### src/design/tbdp_pkg.sv
// Summary of operation
// - Trace output is a 4-bit status nibble plus a separate 4-bit data nibble.
// - Status nibble changes only on clock edges; need not match current bus transfer.
// - Codes 0000 continue, 0001 instr, 0011 user, 0101 branch, 0111 exception return.
// - Codes 1000 to 1011 announce a one to four byte data transfer.
// - 1100 exception, 1101 emulator entry, 1110 stopped, 1111 halted.
// - Codes 1100..1111 held while mode lasts; others refresh every cycle.
// - Byte-count code appears one cycle before first data nibble.
// - Variant branch shows 0101, optional count, then 2, 3 or 4 address bytes; here the count comes from cap_data, branch_addr_bytes_m1 is unused.
// - Values shift out low nibble first, one per clock, core keeps running.
// - Two-entry 32-bit buffer captures branch targets and operand data.
// - Core stalls only while both entries are full, until one frees.
// - Instruction status shown in its first address-generate/execute cycle.
// - Trigger-marker instruction shows code 0100, shared with write-debug-value.
// - Write-debug-value instruction outputs operand always and shows 0100.
// - Serial controller separate; register commands need halted core, memory does not; fill and dump here also need a halted core.
// - Serial clock and input sampled on clock rises; output changes on rising edge.
// - Serial output changes only while serial clock is high.
// - Control register commands use move-to-control coding; debug registers separate.
// - Subroutine-call and target-reset unsupported; fill and dump may answer illegal.
// - Byte memory reads return data in low 8 bits, upper bits undefined.
// - Memory addresses forced to word/longword alignment; no address-error answer.
// - Each exchange is a 17-bit word; serial clock at most half system clock.
// - Answers: 0/FFFF complete, 1/0000 not ready, 1/0001 bus error, 1/FFFF illegal.
package tbdp_pkg;
  // ****************************************
  // Status codes
  // ****************************************
  typedef enum logic [3:0] {
    TBDP_ST_CONT   = 4'h0,
    TBDP_ST_INSTR  = 4'h1,
    TBDP_ST_USER   = 4'h3,
    TBDP_ST_MARK   = 4'h4,
    TBDP_ST_BRANCH = 4'h5,
    TBDP_ST_RETEX  = 4'h7,
    TBDP_ST_CNT1   = 4'h8,
    TBDP_ST_CNT2   = 4'h9,
    TBDP_ST_CNT3   = 4'ha,
    TBDP_ST_CNT4   = 4'hb,
    TBDP_ST_EXC    = 4'hc,
    TBDP_ST_EMU    = 4'hd,
    TBDP_ST_STOP   = 4'he,
    TBDP_ST_HALT   = 4'hf
  } tbdp_status_e;

  // Core event kinds on the trace side
  typedef enum logic [2:0] {
    TBDP_EV_NONE   = 3'h0,
    TBDP_EV_INSTR  = 3'h1,
    TBDP_EV_USER   = 3'h2,
    TBDP_EV_MARK   = 3'h3,
    TBDP_EV_BRANCH = 3'h4,
    TBDP_EV_RETEX  = 3'h5
  } tbdp_event_e;

  // Core long-lived modes
  typedef enum logic [2:0] {
    TBDP_MD_RUN  = 3'h0,
    TBDP_MD_EXC  = 3'h1,
    TBDP_MD_EMU  = 3'h2,
    TBDP_MD_STOP = 3'h3,
    TBDP_MD_HALT = 3'h4
  } tbdp_mode_e;

  // One captured value: data and byte count minus one
  typedef struct packed {
    logic [1:0]  nbytes_m1;
    logic [31:0] value;
  } tbdp_capture_s;

  localparam int TBDP_CAP_W   = 34;
  localparam int TBDP_FIFO_D  = 2;

  // ****************************************
  // Serial command port
  // ****************************************
  localparam int          TBDP_SER_BITS = 17;
  localparam logic [4:0]  TBDP_SER_LAST = 5'd16;
  localparam logic [15:0] TBDP_RSP_ALL1 = 16'hffff;
  localparam logic [15:0] TBDP_RSP_ZERO = 16'h0000;
  localparam logic [15:0] TBDP_RSP_BERR = 16'h0001;

  // Command opcode field, upper bits of the command word
  localparam logic [3:0] TBDP_OP_RD_MEM  = 4'h1;
  localparam logic [3:0] TBDP_OP_WR_MEM  = 4'h2;
  localparam logic [3:0] TBDP_OP_RD_CTL  = 4'h3;
  localparam logic [3:0] TBDP_OP_WR_CTL  = 4'h4;
  localparam logic [3:0] TBDP_OP_RD_DBG  = 4'h5;
  localparam logic [3:0] TBDP_OP_WR_DBG  = 4'h6;
  localparam logic [3:0] TBDP_OP_FILL    = 4'h7;
  localparam logic [3:0] TBDP_OP_DUMP    = 4'h8;
  localparam logic [3:0] TBDP_OP_CALL    = 4'h9;
  localparam logic [3:0] TBDP_OP_RST     = 4'ha;
  localparam logic [1:0] TBDP_SZ_BYTE    = 2'h0;
  localparam logic [1:0] TBDP_SZ_WORD    = 2'h1;
  localparam logic [1:0] TBDP_SZ_LONG    = 2'h2;

  typedef enum logic [1:0] {
    TBDP_RS_OK    = 2'h0,
    TBDP_RS_NRDY  = 2'h1,
    TBDP_RS_BERR  = 2'h2,
    TBDP_RS_ILL   = 2'h3
  } tbdp_resp_e;

  // Decoded command towards the core side
  typedef struct packed {
    logic [3:0]  opcode;
    logic [1:0]  size;
    logic [11:0] reg_sel;
    logic [31:0] addr;
  } tbdp_cmd_s;
endpackage

### src/design/tbdp_top.sv
`timescale 1ns/100ps
module tbdp_top
  import tbdp_pkg::*;
#(
  parameter int FIFO_DEPTH = 8
) (
  input  wire logic        clk_sys,
  input  wire logic        sys_rst,
  // Core trace side
  input  wire tbdp_event_e core_event,
  input  wire tbdp_mode_e  core_mode,
  input  wire logic        core_address_gen_execute_stage_first,
  input  wire logic [1:0]  branch_addr_bytes_m1,
  input  wire logic        cap_valid,
  input  wire tbdp_capture_s cap_data,
  output logic             core_stall,
  output logic [3:0]       exec_status_nibble,
  output logic [3:0]       debug_value_nibble,
  // Serial pins
  input  wire logic        host_serial_clock,
  input  wire logic        host_serial_in,
  output logic             host_serial_out,
  // Command side towards core/memory
  output logic             cmd_valid,
  output tbdp_cmd_s        cmd_data,
  input  wire logic        cmd_done,
  input  wire logic        cmd_bus_error,
  input  wire logic [31:0] cmd_rdata,
  input  wire logic [15:0] cmd_wdata_unused
);
  initial begin
    if (FIFO_DEPTH < TBDP_FIFO_D) $error("tbdp_top: fifo too shallow");
  end

  // ****************************************
  // Capture buffer, two words deep on the core
  // ****************************************
  logic                 cap_in_ready;
  logic                 buf_valid;
  logic                 buf_take;
  tbdp_capture_s        buf_word;
  logic [TBDP_CAP_W-1:0] buf_raw;
  logic [1:0]           held_q;
  logic                 cap_push;

  // Core sees only two entries; the deeper fifo never blocks before that
  assign cap_push   = cap_valid && !core_stall;
  assign core_stall = (held_q == 2'd2) && !buf_take;

  tbdp_fifo #(.WIDTH(TBDP_CAP_W), .DEPTH(FIFO_DEPTH)) u_fifo (
    .clk_sys   (clk_sys),
    .sys_rst   (sys_rst),
    .in_valid  (cap_push),
    .in_ready  (cap_in_ready),
    .in_data   (cap_data),
    .out_valid (buf_valid),
    .out_ready (buf_take),
    .out_data  (buf_raw)
  );
  assign buf_word = tbdp_capture_s'(buf_raw);

  always_ff @(posedge clk_sys or posedge sys_rst) begin
    if (sys_rst) held_q <= 2'd0;
    else held_q <= held_q + 2'(cap_push && cap_in_ready) - 2'(buf_take);
  end

  // ****************************************
  // Nibble shifter
  // ****************************************
  logic [31:0] shift_q;
  logic [3:0]  nib_left_q;
  logic        announce_q;
  logic [1:0]  ann_cnt_q;

  // Announce cycle takes the word, then its nibbles follow
  // Only in run mode, so the count code is never hidden by a mode code
  assign buf_take = buf_valid && !announce_q && (nib_left_q <= 4'd1) && (core_mode == TBDP_MD_RUN);

  always_ff @(posedge clk_sys or posedge sys_rst) begin
    if (sys_rst) begin
      shift_q            <= '0;
      nib_left_q         <= '0;
      announce_q         <= 1'b0;
      ann_cnt_q          <= '0;
      debug_value_nibble <= '0;
    end else begin
      announce_q <= buf_take;
      if (buf_take) begin
        ann_cnt_q <= buf_word.nbytes_m1;
      end
      if (announce_q) begin
        debug_value_nibble <= shift_q[3:0];
        shift_q            <= {4'h0, shift_q[31:4]};
        nib_left_q         <= nib_left_q - 4'd1;
      end else if (nib_left_q > 4'd1) begin
        debug_value_nibble <= shift_q[3:0];
        shift_q            <= {4'h0, shift_q[31:4]};
        nib_left_q         <= nib_left_q - 4'd1;
      end else begin
        nib_left_q <= '0;
      end
      if (buf_take) begin
        // Two nibbles per byte plus the announce cycle
        shift_q    <= buf_word.value;
        nib_left_q <= {1'b0, buf_word.nbytes_m1, 1'b0} + 4'd3;
      end
    end
  end

  // ****************************************
  // Status nibble
  // ****************************************
  logic [3:0] st_d;
  logic [3:0] ev_code;
  assign ev_code =
    !core_address_gen_execute_stage_first               ? TBDP_ST_CONT   :
    core_event == TBDP_EV_INSTR    ? TBDP_ST_INSTR  :
    core_event == TBDP_EV_USER     ? TBDP_ST_USER   :
    core_event == TBDP_EV_MARK     ? TBDP_ST_MARK   :
    core_event == TBDP_EV_BRANCH   ? TBDP_ST_BRANCH :
    core_event == TBDP_EV_RETEX    ? TBDP_ST_RETEX  : TBDP_ST_CONT;

  assign st_d =
    core_mode == TBDP_MD_HALT ? TBDP_ST_HALT :
    core_mode == TBDP_MD_STOP ? TBDP_ST_STOP :
    core_mode == TBDP_MD_EMU  ? TBDP_ST_EMU  :
    core_mode == TBDP_MD_EXC  ? TBDP_ST_EXC  :
    buf_take                  ? {2'b10, buf_word.nbytes_m1} :
    ev_code;

  always_ff @(posedge clk_sys or posedge sys_rst) begin
    if (sys_rst) exec_status_nibble <= TBDP_ST_CONT;
    else exec_status_nibble <= st_d;
  end

  // ****************************************
  // Serial port: pin synchronisers
  // ****************************************
  logic [1:0] sclk_sync_q;
  logic [1:0] sin_sync_q;
  logic       sclk_prev_q;
  always_ff @(posedge clk_sys or posedge sys_rst) begin
    if (sys_rst) begin
      sclk_sync_q <= '0;
      sin_sync_q  <= '0;
      sclk_prev_q <= 1'b0;
    end else begin
      sclk_sync_q <= {sclk_sync_q[0], host_serial_clock};
      sin_sync_q  <= {sin_sync_q[0], host_serial_in};
      sclk_prev_q <= sclk_sync_q[1];
    end
  end
  wire sclk_rise = sclk_sync_q[1] && !sclk_prev_q;

  // ****************************************
  // Serial shift and command engine
  // ****************************************
  logic [16:0] rx_q;
  logic [16:0] tx_q;
  logic [4:0]  bit_q;
  logic        busy_q;
  logic        berr_q;
  logic [31:0] rdata_q;
  tbdp_resp_e  resp_q;
  logic        halted;
  logic        done_pend_q;
  logic        cmd_is_wr;
  logic [16:0] rsp_word;
  logic [16:0] tx_src;
  logic [15:0] rx_word;
  logic [3:0]  rx_op;
  logic        is_reg_cmd;
  logic        is_illegal;
  logic [31:0] aligned_addr;
  logic [1:0]  rx_size;

  assign halted     = (core_mode == TBDP_MD_HALT);
  assign rx_word    = {rx_q[14:0], sin_sync_q[1]};
  assign rx_op      = rx_word[15:12];
  assign rx_size    = rx_word[11:10];
  assign is_reg_cmd = (rx_op == TBDP_OP_RD_CTL) || (rx_op == TBDP_OP_WR_CTL);
  assign is_illegal = (rx_op == TBDP_OP_CALL) || (rx_op == TBDP_OP_RST) ||
                      (rx_op == TBDP_OP_FILL && !halted) || (rx_op == TBDP_OP_DUMP && !halted) ||
                      (is_reg_cmd && !halted) || (rx_op == 4'h0) || (rx_op > TBDP_OP_RST);
  // Address is carried by the command word low bits here, forced aligned
  assign aligned_addr = (rx_size == TBDP_SZ_LONG) ? {22'h0, rx_word[9:2], 2'b00} :
                        (rx_size == TBDP_SZ_WORD) ? {22'h0, rx_word[9:1], 1'b0} :
                        {22'h0, rx_word[9:0]};
  assign cmd_is_wr = (cmd_data.opcode == TBDP_OP_WR_MEM) || (cmd_data.opcode == TBDP_OP_WR_CTL) ||
                     (cmd_data.opcode == TBDP_OP_WR_DBG);
  // Finished result replaces the queued word at the first rise of a frame
  assign rsp_word  = (resp_q == TBDP_RS_BERR) ? {1'b1, TBDP_RSP_BERR} : {1'b0, rdata_q[15:0]};
  assign tx_src    = (done_pend_q && bit_q == '0) ? rsp_word : tx_q;

  always_ff @(posedge clk_sys or posedge sys_rst) begin
    if (sys_rst) begin
      rx_q      <= '0;
      tx_q      <= {1'b1, TBDP_RSP_ZERO};
      bit_q     <= '0;
      busy_q    <= 1'b0;
      berr_q    <= 1'b0;
      done_pend_q <= 1'b0;
      rdata_q   <= '0;
      resp_q    <= TBDP_RS_NRDY;
      cmd_valid <= 1'b0;
      cmd_data  <= '0;
      host_serial_out <= 1'b1;
    end else begin
      // Result offered once; a completion in the same cycle wins
      if (sclk_rise && bit_q == '0) begin
        done_pend_q <= 1'b0;
      end
      if (cmd_valid && cmd_done) begin
        cmd_valid   <= 1'b0;
        busy_q      <= 1'b0;
        done_pend_q <= 1'b1;
        berr_q      <= cmd_bus_error;
        rdata_q     <= cmd_is_wr ? {16'h0, TBDP_RSP_ALL1} :
                       (cmd_data.size == TBDP_SZ_BYTE) ? {24'h0, cmd_rdata[7:0]} : cmd_rdata;
        resp_q      <= cmd_bus_error ? TBDP_RS_BERR : TBDP_RS_OK;
      end
      if (sclk_rise) begin
        host_serial_out <= tx_src[16];
        tx_q            <= {tx_src[15:0], 1'b0};
        rx_q            <= {rx_q[15:0], sin_sync_q[1]};
        if (bit_q == TBDP_SER_LAST) begin
          bit_q <= '0;
          if (busy_q || done_pend_q) begin
            tx_q <= {1'b1, TBDP_RSP_ZERO};
          end else if (is_illegal) begin
            tx_q <= {1'b1, TBDP_RSP_ALL1};
          end else begin
            tx_q      <= {1'b1, TBDP_RSP_ZERO};
            cmd_valid <= 1'b1;
            busy_q    <= 1'b1;
            resp_q    <= TBDP_RS_NRDY;
            cmd_data  <= '{opcode: rx_op, size: rx_size, reg_sel: rx_word[11:0], addr: aligned_addr};
          end
        end else begin
          bit_q <= bit_q + 5'd1;
        end
      end
    end
  end
endmodule // tbdp_top

### src/design/tbdp_fifo.sv
`timescale 1ns/100ps
module tbdp_fifo #(
  parameter int WIDTH = 34,
  parameter int DEPTH = 8
) (
  input  wire logic             clk_sys,
  input  wire logic             sys_rst,
  input  wire logic             in_valid,
  output logic                  in_ready,
  input  wire logic [WIDTH-1:0] in_data,
  output logic                  out_valid,
  input  wire logic             out_ready,
  output logic      [WIDTH-1:0] out_data
);
  localparam int AW = (DEPTH > 1) ? $clog2(DEPTH) : 1;
  initial begin
    if (DEPTH < 2 || WIDTH < 1) $error("tbdp_fifo: bad size");
  end

  logic [WIDTH-1:0] mem_q [DEPTH];
  logic [AW-1:0]    wr_q;
  logic [AW-1:0]    rd_q;
  logic [AW:0]      cnt_q;
  wire              push = in_valid && in_ready;
  wire              pop  = out_valid && out_ready;

  assign in_ready  = (cnt_q != (AW+1)'(DEPTH)) || out_ready;
  assign out_valid = (cnt_q != '0);
  assign out_data  = mem_q[rd_q];

  always_ff @(posedge clk_sys or posedge sys_rst) begin
    if (sys_rst) begin
      wr_q  <= '0;
      rd_q  <= '0;
      cnt_q <= '0;
    end else begin
      if (push) wr_q <= (wr_q == AW'(DEPTH - 1)) ? '0 : wr_q + 1'b1;
      if (pop)  rd_q <= (rd_q == AW'(DEPTH - 1)) ? '0 : rd_q + 1'b1;
      cnt_q <= cnt_q + (AW+1)'(push) - (AW+1)'(pop);
    end
  end

  always_ff @(posedge clk_sys) begin
    if (push) mem_q[wr_q] <= in_data;
  end
endmodule // tbdp_fifo

### config.mk
export PLATFORM = sky130hd
export DESIGN_NAME = tbdp_top
export DESIGN_NICKNAME = d
export VERILOG_FILES = /design/src/design/tbdp_pkg.sv /design/src/design/tbdp_top.sv /design/src/design/tbdp_fifo.sv
export SDC_FILE = /design/constraint.sdc
export NUM_CORES = 1
export LEC_CHECK = 0
export ABC_AREA = 1
export BUFFER_PORTS_ARGS = -buffer_cell sky130_fd_sc_hd__buf_4
export CAP_MARGIN = 20
export CORE_UTILIZATION = 45
export CTS_BUF_LIST = sky130_fd_sc_hd__clkbuf_4 sky130_fd_sc_hd__clkbuf_8 sky130_fd_sc_hd__clkbuf_16
export DETAILED_ROUTE_END_ITERATION = 6
export PLACE_DENSITY = 0.65
export SLEW_MARGIN = 15
export SYNTH_ARGS = -nofsm -noshare
export SYNTH_HDL_FRONTEND = slang
export SYNTH_SLANG_ARGS = --single-unit
### constraint.sdc
create_clock -name clk_sys -period 5.2 [get_ports clk_sys]
set_clock_uncertainty 0.2 [all_clocks]
set_input_delay 1.3 -clock clk_sys [delete_from_list [all_inputs] [get_ports clk_sys]]
set_output_delay 1.3 -clock clk_sys [all_outputs]
set_load 0.05 [all_outputs]
==> results of run 1 <==
power breakdown:
group / leakage, nW / internal, W / switching (W)
clock: 0.720 / 0.00176 / 0.00126
combinational: 3.10 / 0.000939 / 0.00204
sequential: 4.23 / 0.00410 / 0.000350
total: 8.05 / 0.00680 / 0.00365
cell usage after synthesis (all sizes together), types with 2 or more instances:
library cell,instances
clkinv,2
dfstp,3
buf,86
nand2,414
nor3,4
xnor2,4
o211ai,5
clkbuf,33
nor2,201
ha,17
o221ai,8
edfxtp,272
nand4,5
xor2,2
a21oi,77
dfrtp,136
o21ai,138
inv,64
o22ai,46
nand3,80
worst max-delay path by stage:
stage,from,end,slack (ns),cells past startpoint
floorplan,core_mode[1],u_fifo.mem_q[0][0],1.04,8
global placement,core_mode[1],u_fifo.mem_q[7][8],1.07,9
detailed placement,core_mode[1],u_fifo.mem_q[7][16],1.00,9
CTS,core_mode[1],core_stall,1.18,8
global route,core_mode[1],core_stall,1.08,8
finish,core_mode[1],core_stall,1.19,8
cells by family after synthesis:
family                     synth area share
and+or+nand+nor                       0.165
xor gates and xnor gates            0.00306
AOI/OAI and AO/OA                    0.0871
adders and majority gates            0.0135
muxes                              0.000655
buffers and inverters                0.0535
other                              0.000218
DFF                                   0.677
metal layers:
layer  vias to the layer above  global-route usage
met2                       351               0.319
li1                       5553                   -
met1                      5553               0.262
met5                         -                   0
met3                        78              0.0359
met4                         4              0.0635
through the flow:
step	cell area (µm²)	utilization	setup slack (ns)	std cells
after global routing	19700	0.523	1.08	2219
final	19700	0.523	1.19	2219
after global placement	18300	0.485	1.07	2139
after CTS	19700	0.522	1.18	2218
after detailed placement	18300	0.485	1.00	2139
after floorplan	17300	-	1.04	1625
sequential cells by signal, summed over array words and instances, names as in the netlist, 2 cells and up:
signal,flops
u_fifo.cnt_q,4
rx_q,15
tx_q,17
held_q,2
u_fifo.mem_q,272
u_fifo.rd_q,3
resp_q,2
sin_sync_q,2
debug_value_nibble,4
shift_q,32
u_fifo.wr_q,3
nib_left_q,4
sclk_sync_q,2
bit_q,5
cmd_data,18
exec_status_nibble,4
rdata_q,16
critical path, cell delays in order:
cell and delay [ns]:
sky130_fd_sc_hd__buf_4 0.14, sky130_fd_sc_hd__nor2_4 0.14, sky130_fd_sc_hd__nand2_1 0.06, sky130_fd_sc_hd__nor2_1 0.14
sky130_fd_sc_hd__nand2_2 0.22, sky130_fd_sc_hd__nand2_1 0.23, sky130_fd_sc_hd__inv_1 0.08, sky130_fd_sc_hd__buf_4 0.19
layout make-up:
type                            instances  area, µm²  share of cell area
Sequential cell                       411      11700               0.592
Multi-Input combinational cell       1029       4770               0.242
Clock buffer                           62       1310              0.0665
Timing Repair Buffer                  123        956              0.0485
Tap cell                              511        639              0.0325
Inverter                               66        253              0.0128
Clock inverter                         17        114             0.00578
==> impl_metrics.tcl, run 1 <==
set metrics [dict create \
    clock-sinks 411 \
    timing.critical_path.to_type "output pin" \
    finalWorstPathRequiredPeriod_ns 4.01 \
    yosysTopAreaCellShare 0.475 \
    drc 0 \
    place.detailed.hpwl_um 20600 \
    fin_max_slew_vios 0 \
    drt_iter0_markers 769 \
    worst-slew-pin-transition_ns 0.946 \
    slew_headroom 0.368 \
    post-cts-setup-buffer-count 0 \
    cts-buffers-inserted 44 \
    r2r_slack_ns 1.94 \
    min_path_type "reg2reg" \
    detail_route.first_pass.iterations 5 \
    worst-path-max-fanout 14 \
    finalSetupViolCount 0 \
    synth_seq_cells 411 \
    drt-met1-wl_um 16600 \
    cts_tree "built" \
    synth_cell_type_count 40 \
    min-delay-start "sin_sync_q[0]" \
    detailroute.wirelength.met2_um 17700 \
    area_growth_syn_to_layout_pct 14.5 \
    grt-ovfl-total 0 \
    die_h_um 197 \
    startpoint_of_the_lowest_slack_register_to_register_path "u_fifo.rd_q[0]" \
    vias_per_cell 5.20 \
    total_leakage_power_nw 8.05 \
    top_level_ports 159 \
    grt_pass1_vias 10900 \
    drt-total-wl_um 37700 \
    post-synth-top-area-cell "sky130_fd_sc_hd__edfxtp_1" \
    timing.setup.tns_ns 0 \
    synth.avg_cell_area_um2 10.7 \
    postRouteAntennaNets 0 \
    floorplan.rows 71 \
    diode_insertion_count_for_antenna_repair 0 \
    yosysWarningCount 0 \
    nFillCells 3295 \
    timing.final.hold_violations 0 \
    p_per_area_nw_per_um2 530 \
    core_area_um2 37700 \
    fin_worst_hold_slack_ns 0.152 \
    syn_inst_count 1604 \
    cp.arrival_ns 2.51 \
    type_of_the_worst_setup_path "in2out" \
    synth_flop_cell "sky130_fd_sc_hd__edfxtp_1" \
    clk_root_buffer_cell "sky130_fd_sc_hd__clkbuf_16" \
    initial_core_util 0.457 \
    syn-cell-area_um2 17200 \
    fin_crit_sh 0.771 \
    post-layout-total-power_w 0.0104 \
    floorplan.die_area_um2 39000 \
    synth-async-reset-ratio 0.338 \
    cts_resized 0 \
    status "complete, no violations" \
    ctsHoldBuffers 0 \
    wl_per_cell_um 17.0 \
    ys_seq_area_frac 0.677 \
    cts-htree-levels 2 \
    pin_count_of_the_biggest_net_entering_global_routing 140 \
    insertion_delay_ns 0.55 \
    worst_setup_path_start_kind "input port" \
    mostFrequentLayoutCells "sky130_fd_sc_hd__nand2_1 (409), sky130_fd_sc_hd__edfxtp_1 (272), sky130_fd_sc_hd__nor2_1 (189)" \
    max_freq_ghz 0.249 \
    whs_path_depth 0 \
    finish.net_count 1791 \
    die_x_um 197 \
    vdd_ir_drop_max_mv 0.302 \
    clkTransAtPathRegs_ns 0.06 \
    cp_data_required_time_ns 3.70 \
    grt_use_total 0.195 \
    top_signal_layer_used "met5" \
    detailroute.via_count 11500 \
    worst_hold_path.endpoint "sin_sync_q[1]" \
    dr_wl_met3_um 2450 \
    timing.max_cap.violations 0 \
    gp_routability_congestion 0.811 \
    cell_depth_of_the_worst_flop_to_flop_path 10 \
    global_route_wire_length_before_repair_um 58900 \
    drive_gt1_frac 0.138 \
    layout.cells.most_common "sky130_fd_sc_hd__nand2_1" \
    critical_path.reg2reg.endpoint "nib_left_q[2]" \
    rsz0062_at_grt "no" \
    clock_tree_buf_depth 3 \
    grt_antenna_before_repair 2 \
    count_of_input_and_output_buffers 102 \
    synthTopCellsByArea "sky130_fd_sc_hd__edfxtp_1 (47%), sky130_fd_sc_hd__dfrtp_1 (20%), sky130_fd_sc_hd__nand2_1 (8.9%)" \
    number_of_flops_mapped_to_enable_cells_by_yosys 272 \
]
Power figures use the tool's default switching activity.
==> inputs of run 2 (changes only) <==
clock period = 3.6 ns   (was 5.2 ns; I/O delays follow)
==> run 2 against run 1 <==
Net effect:
- first-iteration DRC count down 3.6%
- design area up 1.1%
- final cell count up 0.41%
- worst hold slack got worse by 0.0017 ns
- via count up 0.49%
- routed wire length is 0.27% lower
- count of clock-buffer cells in the layout up 1
- clock power increased by 51%
- largest cell class unchanged
==> impl_metrics.tcl, run 2 (same netlist as run 1, synthesis figures left out) <==
set metrics [dict create \
    type_of_the_worst_setup_path "reg2out" \
    timing.critical_path.to_type "output pin" \
    vdd_ir_drop_max_mv 0.516 \
    total_leakage_power_nw 8.14 \
    finish.net_count 1798 \
    final_cells 2228 \
    finalWorstPathRequiredPeriod_ns 3.28 \
    grt-ovfl-total 0 \
    p_clk_frac 0.298 \
    post-place-cells 2148 \
    cts-htree-levels 2 \
    final_util 0.528 \
    top_register "u_fifo.mem_q" \
    worst_setup_path_start_kind "register" \
    slew_headroom 0.345 \
    timing.final.hold_violations 0 \
    min_path_type "reg2reg" \
    cp.arrival_ns 2.18 \
    vias_per_cell 5.20 \
    postRouteAntennaNets 0 \
    grt_pass1_vias 11300 \
    core_area_um2 37700 \
    wl_per_cell_um 16.9 \
    cts-buffers-inserted 43 \
    worst-path-max-fanout 14 \
    post-cts-setup-buffer-count 0 \
    detailroute.via_count 11600 \
    drive_gt1_frac 0.140 \
    internal-power_w 0.0101 \
    cell_depth_of_the_worst_flop_to_flop_path 10 \
    timing.max_cap.violations 0 \
    initial_core_util 0.457 \
    drt-total-wl_um 37600 \
    count_of_input_and_output_buffers 102 \
    die_h_um 197 \
    mostFrequentLayoutCells "sky130_fd_sc_hd__nand2_1 (409), sky130_fd_sc_hd__edfxtp_1 (272), sky130_fd_sc_hd__nor2_1 (189)" \
    clock-sinks 411 \
    largest_register_ff_count 272 \
    diode_insertion_count_for_antenna_repair 0 \
    clkTransAtPathRegs_ns 0.06 \
    fin_worst_hold_slack_ns 0.150 \
    max_freq_ghz 0.305 \
    pin_count_of_the_biggest_net_entering_global_routing 140 \
    ctsHoldBuffers 0 \
    detail_route.first_pass.iterations 5 \
    floorplan.die_area_um2 39000 \
    finalSetupViolCount 0 \
    clk_root_buffer_cell "sky130_fd_sc_hd__clkbuf_16" \
    floorplan.rows 71 \
    whs_path_depth 0 \
    cts_resized 0 \
    insertion_delay_ns 0.55 \
    cts_tree "built" \
    place.detailed.hpwl_um 21000 \
    die_x_um 197 \
    clock_tree_buf_depth 3 \
    status "complete, no violations" \
    area_growth_syn_to_layout_pct 15.7 \
    post-layout-total-power_w 0.0154 \
    drt_iter0_markers 741 \
    grt_use_total 0.197 \
    global_route_wire_length_before_repair_um 60000 \
    pwr-share-comb 0.293 \
    top_registers "u_fifo.mem_q x272, shift_q x32, cmd_data x18" \
    top_level_ports 159 \
    drc 0 \
    rsz0062_at_grt "no" \
    fin_max_slew_vios 0 \
    total_switching_power_w 0.00523 \
    p_sw_frac 0.340 \
    cp_data_required_time_ns 2.50 \
    p_seq_frac 0.409 \
    gp_routability_congestion 0.806 \
    grt_antenna_before_repair 0 \
    fin_crit_sh 0.911 \
    p_per_area_nw_per_um2 773 \
    worst-slew-pin-transition_ns 0.982 \
    layout.cells.most_common "sky130_fd_sc_hd__nand2_1" \
]
## run 2: changes by cell type in the layout (fill, tap and decap cells not counted), sizes merged
| cell | before | now |
|---|---|---|
| buf | 123 | 131 |
| bufinv | 0 | 3 |
| clkbuf | 62 | 63 |
| clkinv | 17 | 15 |
| inv | 64 | 63 |
## run 2: metrics by stage
step | TNS [ns] | area (µm²) | setup WS (ns)
6_report | 0 | 19900 | 0.319
2_1_floorplan | -42.95 | 17300 | -0.158
3_5_place_dp | 0 | 18400 | 0.309
5_1_grt | 0 | 19900 | 0.0641
3_3_place_gp | 0 | 18400 | 0.349
4_1_cts | 0 | 19900 | 0.272
## run 2: worst paths after layout
check                               from                    end  slack, ns
setup / recovery           nib_left_q[0]             core_stall       0.32
hold / removal             sin_sync_q[0]          sin_sync_q[1]       0.15
setup reg to reg           nib_left_q[0]    u_fifo.mem_q[6][17]       0.85
hold reg to reg            sin_sync_q[0]          sin_sync_q[1]       0.15
max in group asynchronous        sys_rst         u_fifo.rd_q[0]       2.13
min in group asynchronous        sys_rst  exec_status_nibble[2]       0.35
## run 2: per-layer routing
layer	global-route usage	routed length (µm)	vias up
li1	-	-	5555
met1	0.262	16300	5621
met2	0.330	18200	354
met3	0.0335	2320	66
met4	0.0594	770	0
met5	0	0	-
## run 2: final cells by class
cell class | instances | area [µm²]
multi-input cells | 1029 | 4770
clock buffers | 63 | 1330
well taps | 511 | 639
fillers | 3254 | 17800
repair buffers | 131 | 1080
flip-flops and latches | 411 | 11700
clock inverters | 17 | 171
inverters | 66 | 253
## run 2: critical path: stages (launching register included)
cell and delay (ns):
sky130_fd_sc_hd__dfrtp_1 0.37, sky130_fd_sc_hd__inv_1 0.07, sky130_fd_sc_hd__ha_1 0.22, sky130_fd_sc_hd__nor2_1 0.11, sky130_fd_sc_hd__nor2_2 0.06, sky130_fd_sc_hd__nand2_2 0.27
sky130_fd_sc_hd__nand2_1 0.21, sky130_fd_sc_hd__inv_1 0.13, sky130_fd_sc_hd__buf_4 0.20
## run 2: power groups by stage
stage	clock network [W]	logic (W)	registers, W
final	0.00458	0.00451	0.00629
after global routing	0.00484	0.00511	0.00637
after CTS	0.00466	0.00455	0.00628
after detailed placement	0	0.00453	0.00637
after global placement	0	0.00443	0.00635
after floorplan	0	0.00320	0.00639
